$ cat src/hw/i2cs_pkg.sv
// Shared constants and types of the I2C slave address and stretch block.
// Assumes a 100 MHz pclk and an APB master with 32-bit data.
package i2cs_pkg;
   // APB byte offsets
   localparam logic [7:0] OFS_CTRL = 8'h00;
   localparam logic [7:0] OFS_STAT = 8'h04;
   localparam logic [7:0] OFS_ADDR = 8'h08;
   localparam logic [7:0] OFS_RXB  = 8'h0C;
   localparam logic [7:0] OFS_TXB  = 8'h10;
   // Control register bit positions
   localparam int CB_EN    = 15;
   localparam int CB_REL   = 12;
   localparam int CB_A10   = 10;
   localparam int CB_STRETCH_ENABLE = 6;
   // Status register bit positions
   localparam int SB_TBF  = 0;
   localparam int SB_RBF  = 1;
   localparam int SB_RW   = 2;
   localparam int SB_EVT  = 3;
   localparam int SB_OV   = 6;
   localparam int SB_TENM = 8;
   // Reset values and fixed patterns
   localparam logic [9:0] ADDR_RST = 10'h000;
   localparam logic [4:0] TEN_HDR  = 5'h1E;
   localparam logic [3:0] BITS_BYTE = 4'h8;

   typedef enum logic [4:0] {
      S_IDLE = 5'h01,
      S_RECV = 5'h02,
      S_ACK  = 5'h04,
      S_SEND = 5'h08,
      S_MACK = 5'h10
   } i2cs_st_t;

   typedef enum logic [1:0] {
      K_ADR1 = 2'h0,
      K_ADR2 = 2'h1,
      K_DATA = 2'h2
   } i2cs_kind_t;

   // Filtered line with its edge pulses
   typedef struct packed {
      logic lvl;
      logic rise;
      logic fall;
   } i2cs_line_t;

   // Bus conditions
   typedef struct packed {
      logic start;
      logic stop;
   } i2cs_cond_t;
endpackage

$ cat src/hw/i2cs_sync.sv
// Three-stage pin synchroniser with agreement filter and edge pulses.
// Assumes an asynchronous pin; idle level of the line is high.
`timescale 1ns/100ps
module i2cs_sync (
   input  wire logic              pclk,
   input  wire logic              presetn,
   input  wire logic              pin,
   output i2cs_pkg::i2cs_line_t   line
);
   import i2cs_pkg::*;

   typedef struct packed {
      logic [2:0] s;
      logic       lvl;
      logic       rise;
      logic       fall;
   } i2cs_sync_t;

   i2cs_sync_t q;
   i2cs_sync_t d;

   // Level moves only when stages two and three agree
   always_comb begin
      d = q;
      d.s = {q.s[1:0], pin};
      d.rise = 1'b0;
      d.fall = 1'b0;
      if (q.s[1] == q.s[2] && q.s[2] != q.lvl) begin
         d.lvl = q.s[2];
         d.rise = q.s[2];
         d.fall = ~q.s[2];
      end
   end

   // Constants only under reset
   always_ff @(posedge pclk or negedge presetn) begin
      if (!presetn) begin
         q <= '{s: 3'h7, lvl: 1'b1, rise: 1'b0, fall: 1'b0};
      end else begin
         q <= d;
      end
   end

   assign line = '{lvl: q.lvl, rise: q.rise, fall: q.fall};
endmodule

$ cat src/hw/i2cs_cond.sv
// Start and stop condition detector on filtered SCL and SDA.
// Assumes both lines come through equal synchroniser delays.
`timescale 1ns/100ps
module i2cs_cond (
   input  i2cs_pkg::i2cs_line_t scl,
   input  i2cs_pkg::i2cs_line_t sda,
   output i2cs_pkg::i2cs_cond_t cond
);
   import i2cs_pkg::*;

   // SDA moving while SCL is high marks a condition
   assign cond.start = sda.fall & scl.lvl;
   assign cond.stop  = sda.rise & scl.lvl;
endmodule

$ cat src/hw/i2cs_top.sv
// I2C slave: address match, transmit, receive, clock stretching, APB.
// Assumes open-drain pads resolved outside; APB master on pclk.
`timescale 1ns/100ps
// Overview of operation
// - Ten-bit select clear in control bit 10 means 7-bit addressing
// - 7-bit: address bits 6:0 against shift bits 7:1, bit 0 is R/W
// - When enabled, idle until Start, then shift 8 address bits
// - Every incoming bit is sampled on SCL rising edge
// - Address match: ACK, event at ninth fall, receive buffer untouched
// - Read address: transmit, hold SCL low until data and release
// - Transmit data changes on SCL falling edges
// - Transmit: event pulse at ninth fall whatever the master ACK
// - Receive: after 8 bits load buffer if not full, ACK ninth if overflow clear
// - Buffer full at byte end: NACK, no load, event still pulses
// - Overflow set, buffer empty: load buffer yet answer NACK
// - 10-bit first byte: bits 7:3 = 11110, 2:1 = address 9:8
// - First byte match write: event, clear ten flag; match read with ten flag: transmit; else idle
// - Second byte against address 7:0; match sets ten flag
// - After full 10-bit match, restart with read enters transmit
// - Transmit ACK with transmit buffer empty clears release, holds SCL
// - Transmit buffer loaded before ninth fall: no stretch
// - Software may set release at any time
// - Stretch enabled, receive full at ninth fall: clear release
// - Buffer read before ninth fall: no release clear, no stretch
// - Software release clear holds SCL only after a sampled fall
// - Stretch disabled: software clears of release are ignored, sets still apply
// - After a read restart in 10-bit mode only first byte must match
module i2cs_top #(
   parameter int DATA_W = 32
) (
   input  wire logic        pclk,
   input  wire logic        presetn,
   input  wire logic        psel,
   input  wire logic        penable,
   input  wire logic        pwrite,
   input  wire logic [7:0]  paddr,
   input  wire logic [31:0] pwdata,
   output logic      [31:0] prdata,
   output logic             pready,
   output logic             pslverr,
   input  wire logic        scl_i,
   output logic             scl_o,
   output logic             scl_oe,
   input  wire logic        sda_i,
   output logic             sda_o,
   output logic             sda_oe,
   output logic             slave_event_flag
);
   import i2cs_pkg::*;

   if (DATA_W != 32) begin : g_bad_width
      $error("i2cs_top serves only 32-bit APB data");
   end

   typedef struct packed {
      i2cs_st_t   st;
      i2cs_kind_t kind;
      i2cs_kind_t nk;
      logic [3:0] cnt;
      logic [7:0] sr;
      logic [7:0] tsr;
      logic       ackd;
      logic       tx;
      logic       loaded;
      logic       rw;
      logic       en;
      logic       a10;
      logic       stretch_enable;
      logic       rel;
      logic       hold;
      logic [9:0] addr;
      logic [7:0] rxb;
      logic [7:0] txb;
      logic       receive_full_flag;
      logic       transmit_full_flag;
      logic       ov;
      logic       tenm;
      logic       evt;
      logic       evts;
   } i2cs_state_t;

   i2cs_state_t q;
   i2cs_state_t n;
   i2cs_line_t  scl;
   i2cs_line_t  sda;
   i2cs_cond_t  cond;
   logic        wr;
   logic        rd;
   logic        dec;

   // 7-bit address compare
   function automatic logic m7(input logic [7:0] s, input logic [9:0] a);
      return s[7:1] == a[6:0];
   endfunction

   // 10-bit header compare
   function automatic logic m10(input logic [7:0] s, input logic [9:0] a);
      return s[7:3] == TEN_HDR && s[2:1] == a[9:8];
   endfunction

   i2cs_sync u_scl (
      .pclk    (pclk),
      .presetn (presetn),
      .pin     (scl_i),
      .line    (scl)
   );

   i2cs_sync u_sda (
      .pclk    (pclk),
      .presetn (presetn),
      .pin     (sda_i),
      .line    (sda)
   );

   i2cs_cond u_cond (
      .scl  (scl),
      .sda  (sda),
      .cond (cond)
   );

   // APB strobes; zero wait states
   assign wr = psel & penable & pwrite;
   assign rd = psel & penable & ~pwrite;
   assign dec = q.st == S_RECV && scl.fall && q.cnt == BITS_BYTE;

   // Next state: software first, so hardware updates win over software writes
   always_comb begin
      n = q;
      n.evt = 1'b0;
      if (wr) begin
         case (paddr)
            OFS_CTRL: begin
               n.en = pwdata[CB_EN];
               n.a10 = pwdata[CB_A10];
               n.stretch_enable = pwdata[CB_STRETCH_ENABLE];
               if (pwdata[CB_REL]) begin
                  n.rel = 1'b1;
               end else if (q.stretch_enable) begin
                  n.rel = 1'b0;
               end
            end
            OFS_STAT: begin
               n.ov = q.ov & pwdata[SB_OV];
               if (pwdata[SB_EVT]) begin
                  n.evts = 1'b0;
               end
            end
            OFS_ADDR: n.addr = pwdata[9:0];
            OFS_TXB: begin
               n.txb = pwdata[7:0];
               n.transmit_full_flag = 1'b1;
            end
            default: ;
         endcase
      end
      if (rd && paddr == OFS_RXB) begin
         n.receive_full_flag = 1'b0;
      end
      if (!q.en) begin
         n.st = S_IDLE;
      end else if (cond.stop) begin
         n.st = S_IDLE;
      end else if (cond.start) begin
         n.st = S_RECV;
         n.kind = K_ADR1;
         n.cnt = 4'h0;
      end else begin
         case (q.st)
            S_IDLE: ;
            S_RECV: begin
               if (scl.rise && q.cnt != BITS_BYTE) begin
                  n.sr = {q.sr[6:0], sda.lvl};
                  n.cnt = q.cnt + 4'h1;
               end else if (dec) begin
                  n.st = S_IDLE;
                  n.ackd = 1'b0;
                  n.tx = 1'b0;
                  n.nk = K_DATA;
                  case (q.kind)
                     K_ADR1: begin
                        n.rw = q.sr[0];
                        if (!q.a10) begin
                           if (m7(q.sr, q.addr)) begin
                              n.st = S_ACK;
                              n.ackd = 1'b1;
                              n.tx = q.sr[0];
                           end
                        end else if (m10(q.sr, q.addr) && !q.sr[0]) begin
                           n.st = S_ACK;
                           n.ackd = 1'b1;
                           n.tenm = 1'b0;
                           n.nk = K_ADR2;
                        end else if (m10(q.sr, q.addr) && q.tenm) begin
                           n.st = S_ACK;
                           n.ackd = 1'b1;
                           n.tx = 1'b1;
                        end else begin
                           n.tenm = 1'b0;
                        end
                     end
                     K_ADR2: begin
                        if (q.sr == q.addr[7:0]) begin
                           n.st = S_ACK;
                           n.ackd = 1'b1;
                           n.tenm = 1'b1;
                        end else begin
                           n.tenm = 1'b0;
                        end
                     end
                     default: begin
                        n.st = S_ACK;
                        if (q.receive_full_flag) begin
                           n.ov = 1'b1;
                        end else begin
                           n.rxb = q.sr;
                           n.receive_full_flag = 1'b1;
                           n.ackd = ~q.ov;
                        end
                     end
                  endcase
               end
            end
            S_ACK: begin
               if (scl.fall) begin
                  n.evt = 1'b1;
                  n.cnt = 4'h0;
                  n.kind = q.nk;
                  if (q.tx) begin
                     n.st = S_SEND;
                     n.loaded = 1'b0;
                     if (!q.transmit_full_flag) begin
                        n.rel = 1'b0;
                     end
                  end else begin
                     n.st = S_RECV;
                     if (q.kind == K_DATA && q.stretch_enable && q.receive_full_flag) begin
                        n.rel = 1'b0;
                     end
                  end
               end
            end
            S_SEND: begin
               if (!q.loaded) begin
                  if (q.transmit_full_flag && q.rel) begin
                     n.tsr = q.txb;
                     // A write in the load cycle stays pending
                     n.transmit_full_flag = wr && paddr == OFS_TXB;
                     n.loaded = 1'b1;
                  end
               end else if (scl.rise) begin
                  n.cnt = q.cnt + 4'h1;
               end else if (scl.fall) begin
                  if (q.cnt == BITS_BYTE) begin
                     n.st = S_MACK;
                  end else begin
                     n.tsr = {q.tsr[6:0], 1'b0};
                  end
               end
            end
            S_MACK: begin
               if (scl.rise) begin
                  n.ackd = ~sda.lvl;
               end else if (scl.fall) begin
                  n.evt = 1'b1;
                  if (q.ackd) begin
                     n.st = S_SEND;
                     n.cnt = 4'h0;
                     n.loaded = 1'b0;
                     if (!q.transmit_full_flag) begin
                        n.rel = 1'b0;
                     end
                  end else begin
                     n.st = S_IDLE;
                  end
               end
            end
            default: n.st = S_IDLE;
         endcase
      end
      // Hold waits for a seen fall, so high time is never cut short
      n.hold = ~n.rel & (q.hold | scl.fall);
      if (n.evt) begin
         n.evts = 1'b1;
      end
   end

   // Single state register
   always_ff @(posedge pclk or negedge presetn) begin
      if (!presetn) begin
         q <= '{st: S_IDLE, kind: K_ADR1, nk: K_ADR1, cnt: 4'h0,
                sr: 8'h00, tsr: 8'h00, rel: 1'b1, addr: ADDR_RST,
                rxb: 8'h00, txb: 8'h00, default: 1'b0};
      end else begin
         q <= n;
      end
   end

   // Pins only ever pull low
   assign scl_o = 1'b0;
   assign sda_o = 1'b0;
   assign scl_oe = q.hold;
   assign sda_oe = (q.st == S_ACK && q.ackd) ||
                   (q.st == S_SEND && q.loaded && !q.tsr[7]);
   assign slave_event_flag = q.evt;

   // Read mux and unmapped answer
   assign pready = 1'b1;
   assign pslverr = psel & penable &
                    !(paddr inside {OFS_CTRL, OFS_STAT, OFS_ADDR,
                                    OFS_RXB, OFS_TXB});
   always_comb begin
      prdata = 32'h0000_0000;
      case (paddr)
         OFS_CTRL: begin
            prdata[CB_EN] = q.en;
            prdata[CB_REL] = q.rel;
            prdata[CB_A10] = q.a10;
            prdata[CB_STRETCH_ENABLE] = q.stretch_enable;
         end
         OFS_STAT: begin
            prdata[SB_TBF] = q.transmit_full_flag;
            prdata[SB_RBF] = q.receive_full_flag;
            prdata[SB_RW] = q.rw;
            prdata[SB_EVT] = q.evts;
            prdata[SB_OV] = q.ov;
            prdata[SB_TENM] = q.tenm;
         end
         OFS_ADDR: prdata[9:0] = q.addr;
         OFS_RXB: prdata[7:0] = q.rxb;
         OFS_TXB: prdata[7:0] = q.txb;
         default: ;
      endcase
   end
endmodule

$ cat config.mk
export PLATFORM = sky130hd
export DESIGN_NAME = i2cs_top
export DESIGN_NICKNAME = d
export VERILOG_FILES = /design/src/hw/i2cs_pkg.sv /design/src/hw/i2cs_sync.sv /design/src/hw/i2cs_cond.sv /design/src/hw/i2cs_top.sv
export SDC_FILE = /design/constraint.sdc
export NUM_CORES = 1
export LEC_CHECK = 0
export BUFFER_PORTS_ARGS = -buffer_cell sky130_fd_sc_hd__buf_2
export CAP_MARGIN = 25
export CORE_ASPECT_RATIO = 0.9
export CORE_UTILIZATION = 50
export CTS_BUF_LIST = sky130_fd_sc_hd__clkbuf_16
export DETAILED_ROUTE_END_ITERATION = 10
export PLACE_DENSITY = 0.86
export SLEW_MARGIN = 25
export SYNTH_ARGS = -nofsm -noshare
export SYNTH_HDL_FRONTEND = slang
export SYNTH_HIERARCHICAL = 1
export SYNTH_SLANG_ARGS = --single-unit
$ cat constraint.sdc
create_clock -name pclk -period 2 [get_ports pclk]
set_input_delay 0.3 -clock pclk [delete_from_list [all_inputs] [get_ports pclk]]
set_output_delay 0.3 -clock pclk [all_outputs]
set_load 0.005 [all_outputs]
==> summary.md <==
| Metric | Value |
|---|---|
| Clock buffer depth | `2` |
| Syn. warnings | `6` |
| Avg Inst Size Synth | `10.5 µm²` |
| Slowest stage delay, CP | `0.54 ns` |
| Die ar. | `9330 µm²` |
| Drt drc | `0` |
| Overall routing resource usage | `28.6%` |
| Most frequent cell after synthesis | `dfrtp_1` |
| Synth top area share | `40.3%` |
| Share of cells above drive strength 1 | `44.4%` |
| CTS tree | `yes` |
| Remaining Overflow, GRT | `0` |
| Commonest cells in the netlist | `dfrtp_1 (72), mux2_2 (38), nand2_1 (35)` |
| CP max-delay cell | `or4_4` |
| Final Setup Violations | `29` |
| N_diodes | `0` |
| Placed insts | `~610` |
| M3 GR Usage | `between 7 and 8%` |
| Sequential share of the synthesized area | `46.2%` |
| Layout Area Growth over Synthesis | `33.6%` |
| Fin crit share | `109%` |
| Post-synth EDFFs | `0` |
| Pre-antenna DRT Iters | `8` |
| Buffers and inverters on the worst path | `4` |
| WL per Instance | `20.8 µm` |
| Max-cap violations | `0` |
| Final Hold Vio Count | `0` |
| Detailed placement HPWL | `8.16 mm` |
| Cell mode on critical path | `buf_6` |
| Vias | `4,028` |
| Global-route wire length before repair | `20.0 mm` |
| Top FF cell, synth | `dfrtp_1` |
| Iter 0 DRT Violations | `485` |
| Post-route ant nets | `0` |
| Max frequency | `0.459 GHz` |
| I/O Pins | `between 80 and 90` |
| Worst-path cell chain | `buf_6 -> or4_4 -> nor3_4 -> buf_6 -> and3_4 -> buf_6 -> a222oi_1 -> nand2_1 -> buf_2` |
| Failing checks | `setup timing` |
| Final Max Tran Viols | `0` |
| Buffers on Ports | `44` |
| Largest net degree at the start of global routing | `40` |
| Drt via density | `6.15` |
| Num rows | `32` |
| Number of CTS-inserted buffers | `9` |
| Worst VDD drop | `~560 µV` |
| PwrDens | `618 nW/µm²` |
| Clock sink count | `82` |
| Critical path type | `in2out` |
| Cell leakage power | `roughly 2.8 nW` |
| Die Ht | `91.7 µm` |
| Tmin final | `2.18 ns` |
| Cell taking the most area after synthesis | `dfrtp_1` |
| Worst-path clk slew | `around 0.060 ns` |
| Delay-heaviest family, CP | `simple AND/OR/NAND/NOR gates` |
| FF+latch count, synth | `82` |
| Met2 Use GR | `43.9%` |
| Layout Cells excl Fill | `655` |
| Largest cells by area after synthesis | `dfrtp_1 (40%), mux2_2 (9.6%), dfstp_2 (5.9%)` |
| Post-Syn Instances | `approximately 430` |
| Synth Cell Area | `4470 µm²` |
| Fin area | `5970 µm²` |
| Initial Util | `a little over 50%` |
| Met1 Use GR | `38.3%` |
| GRT Max-Usage Layer | `met2` |
| Initial antenna violation count | `0` |
| Vias in the first global route | `3,854` |
| Worst skew pair latency | `0.34 ns` |
| Startpoint Class | `input pin` |
| DP Worst Slack | `-0.166 ns` |
| Critical Path AT | `about 1.9 ns` |
| Cell variety after synth | `62` |
| CP max FO | `5` |
| Run status | `finished, violations left` |
| PnR worst setup slack | `-0.181 ns` |
| Critical Path End Type | `output pin` |
| Slew HR | `about 65%` |
| Data required, critical path | `between 1.5 and 2 ns` |
| RePlAce Congestion | `0.953` |
| H-Tree Depth | `3` |
| Async SR Flop Fraction | `100%` |
| Min-Delay Path Class | `in2reg` |
| RSZ-0062 raised after global routing | `true` |
| Fin util | `a little over two thirds` |
| Total Wirelength | `13.6 mm` |
| Worst slew pin tran | `between 0.5 and 0.6 ns` |
| Root Driver | `clkbuf_16` |
| Final #Nets | `580` |
| Core area | `8610 µm²` |
| Post-DP Area | `5030 µm²` |
| Die W | `102 µm` |
| Clock skew | `roughly 0.0096 ns` |
stage by stage:
| stage | total power [W] | TNS, ns | hold slack (ns) |
|---|---|---|---|
| floorplan | 0.00184 | -1.12 | 0.00441 |
| global placement | 0.00190 | -3.54 | 0.301 |
| detailed placement | 0.00191 | -4.79 | 0.313 |
| CTS | 0.00368 | -1.67 | 0.0497 |
| global route | 0.00379 | -4.63 | 0.0492 |
| finish | 0.00369 | -2.88 | 0.0610 |
power breakdown:
group	total, W	internal (W)	switching (W)
registers	0.00172	0.00169	0.0000279
clock network	0.00179	0.00110	0.000695
logic	0.000181	0.0000705	0.000111
logic make-up (layout without fill, tap and decap cells):
family / after synthesis / count (layout) / synth area share (%)
adders and majority gates: 4 / 4 / 1.06
AOI/OAI and AO/OA: 78 / 78 / 12.4
muxes: 45 / 45 / 11.1
and+or+nand+nor: 137 / 137 / 17.7
buffers and inverters: 60 / 150 / 7.81
xor gates and xnor gates: 18 / 18 / 3.53
other: 2 / 22 / 0.168
DFF: 82 / 82 / 46.2
flip-flops by register name, summed over array words and instances, names as in the netlist:
register and flops:
u_scl/d 2, u_sda/d 2, slave_event_flag 1, scl_oe 1
u_scl/line 3, q 68, u_sda/line 3, u_sda/q 1
u_scl/q 1
routing by layer:
metal	share of wire (%)	wire length [µm]
met5	0	0
met4	3.8	522
met1	38	5150
met2	48	6530
met3	11	1430
placed cells by master, fill, tap and decap left out, drive strengths merged, types with 5 or more instances in the layout:
cell    Yosys  final
nand2      35     35
nand3      13     13
conb        2     22
a22o        5      5
nor2b       6      6
nand2b      6      6
buf        35    119
nand4       6      6
inv        14     17
nor3        7      7
dfrtp      72     72
and3        6      6
a21oi      13     13
o21ai      21     21
dfstp      10     10
a222oi      8      8
xor2       10     10
xnor2       8      8
and2        9      9
mux2i       7      7
clkbuf     11      9
nor2       21     21
nor4        6      6
nor3b       6      6
mux2       38     38
timing repair:
| item | in CTS | in global routing |
|---|---|---|
| pin swaps | 7 | 19 |
| cloned | 3 | 0 |
| hold buffers | 1 | 0 |
| buffers inserted | 8 | 16 |
| gates resized for setup | 41 | 55 |
| endpoints found under the setup margin | 25 | 36 |
| hold endpoints to repair | 31 | 0 |
path summary, 6_finish.rpt:
check                                     startpoint                       to  slack (ns)  cells after the start
min in group asynchronous                    presetn  u_sda/line[0]$_DFF_PN0_        0.48                      2
worst max register to register     q[57]$_DFFE_PN0P_        q[17]$_DFFE_PN0P_       -0.14                      9
max in group asynchronous                    presetn     u_scl/d[4]$_DFF_PN1_        0.85                      3
worst max-delay path                        paddr[1]                prdata[1]       -0.18                      9
worst min register to register  u_scl/d[4]$_DFF_PN1_     u_scl/d[5]$_DFF_PN1_        0.35                      0
worst min-delay path                           scl_i     u_scl/d[4]$_DFF_PN1_        0.06                      1
final cells by class:
| class | count | area, µm² |
|---|---|---|
| fillers | 551 | 2640 |
| clock inverters | 7 | 93.8 |
| multi-input cells | 304 | 2470 |
| clock buffers | 9 | 225 |
| inverters | 14 | 52.6 |
| well taps | 119 | 149 |
| repair buffers | 120 | 922 |
| flip-flops and latches | 82 | 2060 |
Power figures use the tool's default switching activity.
